[src/rtl/rpb_params.svh]
// register indices, field positions and reset values of the radio cfg bank
`ifndef RPB_PARAMS_SVH
`define RPB_PARAMS_SVH

// register indices; byte address is four times the index
`define RPB_IDX_EXT_AMP 10'h3AA
`define RPB_IDX_CONV_RBK 10'h3AE
`define RPB_IDX_GAIN_CFG5 10'h3B9
`define RPB_IDX_L1_SYS_EN 10'h3C7
`define RPB_IDX_L1_PKT_EN 10'h3C8
`define RPB_IDX_L2_SYS_EN 10'h3C9
`define RPB_IDX_L2_PKT_EN 10'h3CA
`define RPB_IDX_SYS_STAT 10'h3D0
`define RPB_IDX_PKT_STAT 10'h3D1
`define RPB_IDX_RSSI_RBK 10'h3D2

// field positions
`define RPB_LEVEL_LSB 4
`define RPB_BIAS_SRC_BIT 3
`define RPB_RSSI_OFFS_LSB 2
`define RPB_SYS_BATT 5
`define RPB_SYS_POR 4
`define RPB_SYS_CMD_ACCEPT 3
`define RPB_SYS_TIMER 2
`define RPB_SYS_READY 1
`define RPB_PKT_TX_DONE 4
`define RPB_PKT_RX_DONE 3
`define RPB_PKT_DELIM_TX 2
`define RPB_PKT_DELIM_RX 1
`define RPB_PKT_CCA 0

// writable bits of the enable registers
`define RPB_SYS_EN_MASK 8'h3E
`define RPB_PKT_EN_MASK 8'h1F

// reset values
`define RPB_RST_EXT_AMP 8'hF1
`define RPB_RST_GAIN_CFG5 8'h13
`define RPB_RST_SYS_EN 8'h02
`define RPB_RST_PKT_EN 8'h00

`endif

[src/rtl/rpb_pkg.sv]
// types of the radio cfg bank
package rpb_pkg;

   // bias pin behaviour decoded from the interface mode field
   typedef enum logic [2:0] {
      RPB_BIAS_FLOAT = 3'h0,
      RPB_BIAS_SOURCE = 3'h1,
      RPB_BIAS_SINK = 3'h2,
      RPB_BIAS_SERVO_POS = 3'h3,
      RPB_BIAS_SERVO_NEG = 3'h4
   } rpb_bias_t;

   // bus answer phase, gray along idle -> answer
   typedef enum logic [1:0] {
      RPB_PH_IDLE = 2'h0,
      RPB_PH_ANSWER = 2'h1
   } rpb_phase_t;

   // event pulses of both groups, sys and pkt, one bit per source
   typedef struct packed {
      logic [7:0] sys;
      logic [7:0] pkt;
   } rpb_events_t;

   // amplifier controls seen by the analog side
   typedef struct packed {
      logic [3:0] level;
      logic bandgapRef;
      logic supplyOn;
      rpb_bias_t biasPin;
   } rpb_amp_t;

   typedef struct packed {
      rpb_phase_t phase;
      logic [31:0] prdata;
      logic pslverr;
      logic [7:0] extAmp;
      logic [7:0] gainCfg5;
      logic [7:0] l1SysEn;
      logic [7:0] l1PktEn;
      logic [7:0] l2SysEn;
      logic [7:0] l2PktEn;
      rpb_events_t stat;
      logic [7:0] rssiOut;
      rpb_amp_t amp;
      logic irq1;
      logic irq2;
   } rpb_state_t;

endpackage

[src/rtl/rpb_radio_bank.sv]
// radio amplifier, rssi offset and two-line interrupt enable register bank
//
// The implementer's own choice: register access over APB.
`timescale 1ns/1ps
`include "rpb_params.svh"

module rpb_radio_bank #(
   parameter int RSSI_W = 8
) (
   // clock and reset
   input wire logic clk,
   input wire logic reset,
   // apb slave
   input wire logic psel,
   input wire logic penable,
   input wire logic pwrite,
   input wire logic [11:0] paddr,
   input wire logic [31:0] pwdata,
   output logic [31:0] prdata,
   output logic pready,
   output logic pslverr,
   // radio side
   input wire rpb_pkg::rpb_events_t events,
   input wire logic [5:0] convCode,
   input wire logic [RSSI_W-1:0] rssiRaw,
   output rpb_pkg::rpb_amp_t amp,
   output logic [RSSI_W-1:0] rssiReported,
   // interrupt lines
   output logic irqLine1,
   output logic irqLine2
);
   import rpb_pkg::*;

   rpb_state_t s_q;
   rpb_state_t s_d;

   logic access;
   logic done;
   logic hit;
   logic [9:0] idx;
   logic [7:0] rdByte;
   logic [7:0] sysClr;
   logic [7:0] pktClr;
   logic [7:0] wrByte;

   assign idx = paddr[11:2];
   assign access = psel && penable;
   assign done = access && (s_q.phase == RPB_PH_ANSWER);
   assign wrByte = pwdata[7:0];

   // read mux, narrow data in the low bits
   always_comb begin
      hit = 1'b1;
      rdByte = 8'h00;
      case (idx)
         `RPB_IDX_EXT_AMP: begin
            rdByte = s_q.extAmp;
         end
         `RPB_IDX_CONV_RBK: begin
            rdByte = {2'h0, convCode};
         end
         `RPB_IDX_GAIN_CFG5: begin
            rdByte = s_q.gainCfg5;
         end
         `RPB_IDX_L1_SYS_EN: begin
            rdByte = s_q.l1SysEn;
         end
         `RPB_IDX_L1_PKT_EN: begin
            rdByte = s_q.l1PktEn;
         end
         `RPB_IDX_L2_SYS_EN: begin
            rdByte = s_q.l2SysEn;
         end
         `RPB_IDX_L2_PKT_EN: begin
            rdByte = s_q.l2PktEn;
         end
         `RPB_IDX_SYS_STAT: begin
            rdByte = s_q.stat.sys;
         end
         `RPB_IDX_PKT_STAT: begin
            rdByte = s_q.stat.pkt;
         end
         `RPB_IDX_RSSI_RBK: begin
            rdByte = s_q.rssiOut[7:0];
         end
         default: begin
            hit = 1'b0;
         end
      endcase
   end

   // decode of the interface mode into pin behaviour
   function automatic rpb_amp_t ampDecode(input logic [7:0] cfg);
      rpb_amp_t a;
      a.level = cfg[`RPB_LEVEL_LSB +: 4];
      a.bandgapRef = cfg[`RPB_BIAS_SRC_BIT];
      a.supplyOn = 1'b1;
      a.biasPin = RPB_BIAS_FLOAT;
      case (cfg[2:0])
         3'h0: begin
            a.biasPin = RPB_BIAS_FLOAT;
         end
         3'h1: begin
            a.biasPin = RPB_BIAS_SOURCE;
         end
         3'h2: begin
            a.biasPin = RPB_BIAS_SINK;
         end
         3'h3: begin
            a.supplyOn = 1'b0;
            a.biasPin = RPB_BIAS_SOURCE;
         end
         3'h4: begin
            a.supplyOn = 1'b0;
            a.biasPin = RPB_BIAS_SINK;
         end
         3'h5: begin
            a.biasPin = RPB_BIAS_SERVO_POS;
         end
         3'h6: begin
            a.biasPin = RPB_BIAS_SERVO_NEG;
         end
         default: begin
            // reserved code: safest is supply on, bias pin floating
            a.biasPin = RPB_BIAS_FLOAT;
         end
      endcase
      return a;
   endfunction

   always_comb begin
      s_d = s_q;
      sysClr = 8'h00;
      pktClr = 8'h00;
      // answer one cycle into the access phase so prdata comes from a flop
      if (access && (s_q.phase == RPB_PH_IDLE)) begin
         s_d.phase = RPB_PH_ANSWER;
         s_d.prdata = {24'h000000, rdByte};
         s_d.pslverr = !hit;
      end else begin
         s_d.phase = RPB_PH_IDLE;
         s_d.pslverr = 1'b0;
      end
      if (done && pwrite) begin
         case (idx)
            `RPB_IDX_EXT_AMP: begin
               s_d.extAmp = wrByte;
            end
            `RPB_IDX_GAIN_CFG5: begin
               s_d.gainCfg5 = wrByte;
            end
            `RPB_IDX_L1_SYS_EN: begin
               s_d.l1SysEn = wrByte & `RPB_SYS_EN_MASK;
            end
            `RPB_IDX_L1_PKT_EN: begin
               s_d.l1PktEn = wrByte & `RPB_PKT_EN_MASK;
            end
            `RPB_IDX_L2_SYS_EN: begin
               s_d.l2SysEn = wrByte & `RPB_SYS_EN_MASK;
            end
            `RPB_IDX_L2_PKT_EN: begin
               s_d.l2PktEn = wrByte & `RPB_PKT_EN_MASK;
            end
            default: begin
            end
         endcase
      end
      // read clears only the bits that were reported, so none is lost
      if (done && !pwrite && (idx == `RPB_IDX_SYS_STAT)) begin
         sysClr = s_q.prdata[7:0];
      end
      if (done && !pwrite && (idx == `RPB_IDX_PKT_STAT)) begin
         pktClr = s_q.prdata[7:0];
      end
      // a new event wins over the clear
      s_d.stat.sys = (s_q.stat.sys & ~sysClr) | (events.sys & `RPB_SYS_EN_MASK);
      s_d.stat.pkt = (s_q.stat.pkt & ~pktClr) | (events.pkt & `RPB_PKT_EN_MASK);
      s_d.rssiOut = rssiRaw
         + RSSI_W'(s_q.gainCfg5[`RPB_RSSI_OFFS_LSB +: 3]);
      s_d.amp = ampDecode(s_d.extAmp);
      s_d.irq1 = |(s_d.stat.sys & s_d.l1SysEn)
         || |(s_d.stat.pkt & s_d.l1PktEn);
      s_d.irq2 = |(s_d.stat.sys & s_d.l2SysEn)
         || |(s_d.stat.pkt & s_d.l2PktEn);
   end

   always_ff @(posedge clk) begin
      if (reset) begin
         s_q.phase <= RPB_PH_IDLE;
         s_q.prdata <= 32'h00000000;
         s_q.pslverr <= 1'b0;
         s_q.extAmp <= `RPB_RST_EXT_AMP;
         s_q.gainCfg5 <= `RPB_RST_GAIN_CFG5;
         s_q.l1SysEn <= `RPB_RST_SYS_EN;
         s_q.l1PktEn <= `RPB_RST_PKT_EN;
         s_q.l2SysEn <= `RPB_RST_SYS_EN;
         s_q.l2PktEn <= `RPB_RST_PKT_EN;
         s_q.stat <= '0;
         s_q.rssiOut <= '0;
         s_q.amp <= {4'hF, 1'b0, 1'b1, RPB_BIAS_SOURCE};
         s_q.irq1 <= 1'b0;
         s_q.irq2 <= 1'b0;
      end else begin
         s_q <= s_d;
      end
   end

   assign prdata = s_q.prdata;
   assign pready = (s_q.phase == RPB_PH_ANSWER);
   assign pslverr = s_q.pslverr;
   assign amp = s_q.amp;
   assign rssiReported = s_q.rssiOut;
   assign irqLine1 = s_q.irq1;
   assign irqLine2 = s_q.irq2;
endmodule

[config.mk]
export PLATFORM = sky130hd
export DESIGN_NAME = rpb_radio_bank
export DESIGN_NICKNAME = d
export VERILOG_FILES = /design/src/rtl/rpb_pkg.sv /design/src/rtl/rpb_radio_bank.sv
export VERILOG_INCLUDE_DIRS = /design/src /design/src/rtl
export SDC_FILE = /design/constraint.sdc
export NUM_CORES = 1
export LEC_CHECK = 0
export BUFFER_PORTS_ARGS = -buffer_cell sky130_fd_sc_hd__buf_4
export CAP_MARGIN = 25
export CORE_ASPECT_RATIO = 1.5
export CORE_UTILIZATION = 55
export DETAILED_ROUTE_END_ITERATION = 12
export PLACE_DENSITY_LB_ADDON = 0.2
export SETUP_SLACK_MARGIN = 0.4
export SYNTH_ARGS = -nofsm -noshare
export SYNTH_HDL_FRONTEND = slang
export SYNTH_SLANG_ARGS = --single-unit
[constraint.sdc]
create_clock -name clk -period 3.93 [get_ports clk]
set_input_delay 0.786 -clock clk [delete_from_list [all_inputs] [get_ports clk]]
set_output_delay 0.786 -clock clk [all_outputs]
set_load 0.01 [all_outputs]
== Yosys cells after proc, flatten, opt, wreduce, memory -nomap -nowiden ==
Cells that the tools add are included.
Storage, ports and cells
  flip-flop bits (word level): 94
  word-level logic and storage cells: 83
  output and inout bits: 53
  input bits: 79
Operators by class
  reductions and logical operators: 22
  equality and inequality tests: 17
  add/sub/neg operators: 1
  bitwise gates (word level): 11
  mux-type cells: 14
Operator list (count)
  == test 10 bit (second input constant): 10
  one-hot mux 8 bit (10 select lines): 1
  2-to-1 mux 8 bit: 8
  bitwise AND 8 bit: 6
  2-to-1 mux 48 bit: 1
  OR reduction 8 bit: 4
  inverter 8 bit: 2
  one-hot mux 3 bit (4 select lines): 1
  OR reduction 10 bit: 1
  == test 3 bit (second input constant): 3
  adder 8 x 3 -> 8 bit: 1
  bitwise OR 8 x 5 -> 8 bit: 1
  bitwise OR 8 x 6 -> 8 bit: 1
  OR reduction 2 bit: 4
  logical AND 1 bit: 7
  == test 3 x 2 -> 1 bit (second input constant): 2
  == test 3 x 1 -> 1 bit (second input constant): 1
  2-to-1 mux 1 bit: 3
  == test 2 x 1 -> 1 bit (second input constant): 1
  logical NOT 1 bit: 2
  logical NOT 2 bit: 1
  logical OR 1 bit: 2
  AND reduction 2 bit: 1
  inverter 1 bit: 1

== Longest topological paths before layout ==
Gate-level depths: netlist of the first run.
  depth after elaboration: 11
  gate-level depth with buffers: 8
  mapped depth without buffers: 7

== Worst setup path after synthesis of the first run ==
Ideal clock, no wire load.
  path type: in2reg
  start: input paddr[4]
  end: register s_q (netlist bit irqLine2)
  setup time: 81 ps
  arrival time: 2553 ps
  buffers on the path: 2
  slack: 1297 ps
  required time: 3849 ps
  cell stages on the path: 7
  path through: buf_2 or3b_1 or4_1 buf_6 mux2i_1 o32a_1 a41oi_1
Between the ends
  word-level cells in the longest chain between the ends: 9
  elaborated cells between the ends (all ways): 22
  classes of those cells: eq/ne (4); mux (5); bitwise (8); reduce/logical (5)
RTL lines
  start: declaration: line rpb_radio_bank.sv:17  | input wire logic [11:0] paddr,
  == test 10 bit
  logical AND 1 bit (on tied branches): line rpb_radio_bank.sv:169, rpb_radio_bank.sv:172
  2-to-1 mux 8 bit (on tied branches): line rpb_radio_bank.sv:169, rpb_radio_bank.sv:172
  inverter 8 bit (on tied branches): line rpb_radio_bank.sv:176, rpb_radio_bank.sv:177
  bitwise AND 8 bit (on tied branches): line rpb_radio_bank.sv:176, rpb_radio_bank.sv:177
  bitwise OR 8 x 6 -> 8 bit / bitwise OR 8 x 5 -> 8 bit (equally long branches): line rpb_radio_bank.sv:176, rpb_radio_bank.sv:177
  bitwise AND 8 bit (on tied branches): line rpb_radio_bank.sv:183, rpb_radio_bank.sv:184
  OR reduction 8 bit (on tied branches): line rpb_radio_bank.sv:183, rpb_radio_bank.sv:184
  logical OR 1 bit (*): line rpb_radio_bank.sv:184  | || |(s_d.stat.pkt & s_d.l2PktEn);
  end: declaration: line rpb_radio_bank.sv:34  | rpb_state_t s_q;
Every way passes the cells marked *; elsewhere a longest branch is shown, timed or not.
A chain may end at the register's enable or synchronous reset.

== Final worst setup path of the first run ==
Same ends and word-level chain as after synthesis.

==> key figures, run 1 <==
Run status
  • Outcome: finished clean

Route
  • Starting DRC count in detailed routing: 521
  • Via density: around 6.3
  • Routed WL per cell: 20.0 um
  • DRT Pass-1 Iters: 5
  • DR vias: ~4400
  • DR DRC count: 0
  • Total Routed Length: between 10 and 15 mm
  • Antenna-violating nets left: 0

Critical path
  • CP Launch Type: input pin
  • Flop-to-flop setup slack: between 1000 and 1500 ps
  • WS Path Type: in2reg
  • Reg-to-reg startpoint: s_q[116]
  • Crit path DAT: slightly below 3000 ps
  • CP endpoint kind: flop
  • Critical path fanouts, max: 17
  • Critical Path RT: between 4000 and 5000 ps
  • R2R depth: 6
  • Crit path capture: irqLine2
  • R2R Path End: irqLine2
  • CP startpoint: paddr[4]

Synthesis
  • Yosys Warn Count: 0
  • Sequential area share after synthesis: 0.376
  • Synthesized instance count: 540
  • Synth top area cells: dfxtp_1, buf_4, nand2_1, mux2i_1, nor2_1
  • Mean post-synth cell area: ~8.7 um2
  • Post-synth EDFFs: 0
  • Yosys top cell by area: dfxtp_1
  • Top FF cell, synth: dfxtp_1
  • Synth Cell Area: ~4700 um2
  • Distinct cells, synth: 70
  • Async SR Flop Fraction: 0
  • Area share of the largest cell type after synthesis: 0.376
  • Flops & latches, synth: 88

Pwr
  • Psw: 0.450 mW
  • PwrDens: about 360 nW/um2
  • Seq pwr share: 0.479
  • Power Total: about 1.9 mW
  • Lkg Pwr: 2.21 nW
  • Sw frac: 0.232
  • Combinational group share of total power: 0.094
  • Cell-internal power: ~1.5 mW
  • VDD IR max: about 260 uV
  • Clock network power share: 0.427

STA
  • Max-slew violation count: 0
  • Fmax: about 360 MHz
  • Worst Max-Slew Pin Slew: 843 ps
  • Relative slew slack: 0.438
  • Setup_tns: 0 ps
  • RSZ-0062 raised after global routing: false
  • Crit path time final: around 2800 ps
  • Period utilisation layout: 0.707
  • Skew final: between 5 and 6 ps
  • Final hold vios: 0
  • Setup-failing EPs final: 0

Placement
  • IO buf count: 75
  • Placed Area: ~5100 um2
  • Routability cong.: about 0.95
  • Placed cell count: a little under 700
  • HPWL Detailed: 10.2 mm

Final layout
  • Most frequent cells in the layout: buf_4, dfxtp_1, nand2_1
  • Design area: approximately 5400 um2
  • Layout cell share with drive strength beyond 1: 0.194
  • Fill cells: roughly 710
  • Area Overhead vs Synth: 15.1%
  • NumNets Final: roughly 680
  • Fin cells: 699
  • Most common cell after layout, fill and taps aside: buf_4
  • N_diodes: 0
  • Fin util: 0.665

Global routing
  • GRT Residual Overflow: 0
  • First-pass GRT wire length: roughly 22 mm
  • Vias in the first global route: between 4000 and 5000
  • Total GRT Usage: 0.327
  • Largest net degree at the start of global routing: 84
  • Initial antenna violation count: 0

Die
  • Die area: ~9000 um2
  • Die height: roughly 120 um
  • Total core area: 8110 um2
  • Number of core rows: 40
  • Die width: about 77 um
  • Top Ports: 132
  • Initial cell density of the core: 0.578

Clock network
  • Clk Latency, worst-skew pair: 340 ps
  • CTS tree: yes
  • Post-cts resize count: 0
  • Hold_buf cts: 0
  • Post-CTS setup buffer count: 0
  • H-tree levels: 3
  • CTS Buffer Depth: 2
  • Clock root cell: clkbuf_16
  • Clock transition at path regs: roughly 60 ps
  • CTS sink count: between 80 and 90
  • CTS buffer count: 9

Min path
  • Min-delay worst type: reg2reg

Run
  • # Max-Cap Violations: 0
## flip-flops by register name, indices dropped and copies added, names as in the netlist
name          count
rssiReported      8
amp               4
irqLine1          1
irqLine2          1
prdata            8
pslverr           1
s_q              65
## cells in the mapped netlist (7+ instances only)
cell type / count
buf_4: 49
a21oi_1: 31
nand2b_1: 9
and2_1: 7
o21ai_0: 15
nand3_1: 10
nand2_1: 58
inv_1: 14
dfxtp_1: 88
clkbuf_1: 17
nand4_1: 13
mux2i_1: 18
nand3b_1: 11
nor2_1: 43
nor3_1: 8
a22o_1: 9
nor2b_1: 11
a221oi_1: 16
## logic make-up (layout without fill, tap and decap cells)
logic type,Yosys count,count (layout),share of synthesized area
xor+xnor,3,3,0.00561
flops,88,88,0.376
fa+ha+maj,4,4,0.0123
mux,19,19,0.0433
compound gates,123,123,0.189
other cells,1,24,0.000801
simple gates,215,215,0.261
buf+inv,87,118,0.112
## worst max-delay path, stage by stage
cell	delay, ps
buf_4	190
or3b_1	400
or4_1	790
mux2i_1	300
o22ai_1	130
a211oi_2	210
a41oi_1	150
## worst min path at each step
stage | start | end | cells after the start
after floorplan | s_q[72] | s_q[72] | 2
after global placement | s_q[72] | s_q[72] | 2
after detailed placement | s_q[63] | s_q[63] | 2
after CTS | s_q[51] | s_q[51] | 2
after global routing | s_q[54] | s_q[54] | 2
final | s_q[51] | s_q[51] | 2
## power by group through the flow
stage | logic [mW] | clock network (mW) | registers [mW]
after floorplan | 0.121 | 0 | 0.943
after global placement | 0.176 | 0 | 0.949
after detailed placement | 0.179 | 0 | 0.949
after CTS | 0.180 | 0.832 | 0.930
after global routing | 0.197 | 0.870 | 0.931
final | 0.182 | 0.828 | 0.930
## final cells by class
class,count,area (um2),share of cell area
multi-input cells,388,2480,0.461
flip-flops and latches,88,1760,0.327
repair buffers,91,683,0.127
clock buffers,12,246,0.0457
well taps,105,131,0.0244
inverters,14,52.6,0.00975
clock inverters,1,30.0,0.00557
## layer usage
metal / vias to the layer above / GRT usage / share of wire
met4: 0 / 0.236 / 0.060
met1: 2105 / 0.387 / 0.39
li1: 2007 / - / -
met5: - / 0 / 0
met2: 243 / 0.540 / 0.48
met3: 50 / 0.0460 / 0.066
## per-stage QoR
step                      setup slack [ps]  hold WS [ps]
after detailed placement               827           467
after CTS                             1180           475
after floorplan                       1300           432
after global placement                 844           448
final                                 1150           476
after global routing                  1060           496
Power figures use the tool's default switching activity.
==> run 2, diff against run 1 <==
Settings changed: CORE_UTILIZATION 55 to 47.
Clock period 3.93 ns to 2.25 ns, I/O delays scaled along.
==> run 2 against run 1 <==
  * Cell count up 14%
  * Non-clock buffer count up 82
  * Largest power group unchanged
  * Clock skew up 2.0 ps
  * Critical path type is now reg2reg
  * Sequential power up 74%
  * Sequential share of layout area down 5.3 points
  * First-iteration DRC count down 27%
==> key figures, run 2 (synthesized netlist as in run 1, its figures left out) <==
Pwr
  • VDD IR max: between 400 and 500 uV
  • Cell-internal power: 2.60 mW
  • Psw: 0.863 mW
  • Sw frac: 0.250
  • Seq pwr share: 0.469
  • Lkg Pwr: between 2 and 3 nW
  • Combinational group share of total power: 0.119
  • PwrDens: approximately 540 nW/um2
  • Clock network power share: 0.412

Die
  • Die height: roughly 120 um
  • Die area: 10400 um2
  • Die width: between 80 and 90 um
  • Top Ports: 132
  • Number of core rows: 44
  • Total core area: 9690 um2
  • Initial cell density of the core: 0.483

Critical path
  • Critical path fanouts, max: 7
  • Critical Path RT: 2440 ps
  • Crit path DAT: about 2300 ps
  • CP Launch Type: flop
  • CP endpoint kind: flop
  • Slowest CP cell: dfxtp_4
  • Max incr delay on CP: about 370 ps
  • WS Path Type: reg2reg
  • Critical-path cell list: and4b_1, nand4_1, nor3_1, buf_4, o32ai_1, a21oi_1, a41oi_2

Global routing
  • First-pass GRT wire length: roughly 24 mm
  • GR Util met2: 0.506
  • Met1 Use GR: 0.360
  • Initial antenna violation count: 0
  • Vias in the first global route: around 4600
  • Largest net degree at the start of global routing: between 50 and 60
  • Met3 usage: 0.0398
  • Total GRT Usage: 0.305
  • GRT Max-Usage Layer: met2
  • GRT Residual Overflow: 0

Route
  • DRT Pass-1 Iters: 5
  • Starting DRC count in detailed routing: 381
  • DR DRC count: 0
  • Total Routed Length: 16.0 mm
  • Via density: a little under 6
  • Routed WL per cell: between 20 and 25 um
  • DR vias: 4670
  • Antenna-violating nets left: 0

STA
  • Setup-failing EPs final: 0
  • Relative slew slack: 0.574
  • Crit path time final: about 2100 ps
  • Period utilisation layout: 0.927
  • Final hold vios: 0
  • Worst Max-Slew Pin Slew: ~640 ps
  • Setup_tns: 0 ps
  • Skew final: 7.17 ps
  • Max-slew violation count: 0
  • RSZ-0062 raised after global routing: true
  • Fmax: around 480 MHz

Clock network
  • Clock root cell: clkbuf_16
  • Clock transition at path regs: ~60 ps
  • Clk Latency, worst-skew pair: around 340 ps
  • CTS buffer count: 9
  • CTS tree: yes
  • H-tree levels: 3
  • CTS sink count: 88
  • CTS Buffer Depth: 2

Final layout
  • Most frequent cells in the layout: buf_4, dfxtp_1, nand2_1
  • Layout cell share with drive strength beyond 1: 0.361
  • Register with the most flip-flops: s_q
  • N_diodes: 0
  • NumNets Final: between 700 and 800
  • Area Overhead vs Synth: 37.8%
  • Max reg flops: 65
  • Most common cell after layout, fill and taps aside: buf_4
  • Fin cells: a little under 800

Placement
  • Routability cong.: between 0.9 and 1
  • IO buf count: between 70 and 80
  • Placed cell count: 769
  • HPWL Detailed: roughly 12 mm

Run
  • # Max-Cap Violations: 0

Run status
  • Outcome: finished clean

Min path
  • Min-delay worst type: in2reg
run 2: layout make-up:
| cell class | instances | area, um2 |
|---|---|---|
| flip-flops and latches | 88 | 1770 |
| multi-input cells | 388 | 2770 |
| repair buffers | 173 | 1430 |
| clock buffers | 12 | 256 |
| fillers | 808 | 3240 |
| inverters | 14 | 52.6 |
| clock inverters | 4 | 28.8 |
| well taps | 115 | 144 |
run 2: layer usage:
layer	wire length [um]	vias to the layer above
met5	0	-
met2	7750	234
met3	921	57
li1	-	2175
met4	1050	0
met1	6240	2204
run 2: final timing paths:
check / from / end / slack [ps] / depth (start not counted)
setup reg to reg: s_q[116] / irqLine1 / 160 / 7
setup / recovery: s_q[116] / irqLine1 / 160 / 7
hold reg to reg: s_q[27] / s_q[27] / 480 / 2
hold / removal: rssiRaw[7] / rssiReported[7] / 350 / 3
run 2: power by group through the flow:
stage               Sequential, mW  Clock, mW  Combinational (mW)
floorplan                     1.65          0               0.219
global placement              1.66          0               0.373
detailed placement            1.66          0               0.379
CTS                           1.62       1.44               0.385
global route                  1.63       1.50               0.438
finish                        1.62       1.42               0.411
run 2: timing repair:
action | in CTS | in global routing
pin swaps | 3 | 10
hold buffers | 0 | 0
gates resized for setup | 21 | 48
buffers inserted | 1 | 7
gates cloned | 1 | 0
setup endpoints to repair | 13 | 17
run 2: critical path: cells and delay by family (launching register included):
family                 cells  cell delay, ps
AND/OR/NAND/NOR            3             890
buffers and inverters      1             180
AO/OA/AOI/OAI              3             500
flip-flops                 1             370
run 2: stage by stage:
stage | hold WS [ps] | utilization | cell area, um2 | power [mW] | setup WS [ps]
CTS | 351 | 0.640 | 6200 | 3.44 | 170
global route | 382 | 0.666 | 6450 | 3.56 | 72.3
detailed placement | 456 | 0.599 | 5800 | 2.04 | -203
floorplan | 432 | - | 4900 | 1.87 | -5.15
global placement | 441 | 0.599 | 5800 | 2.03 | -200
finish | 351 | 0.666 | 6450 | 3.46 | 164
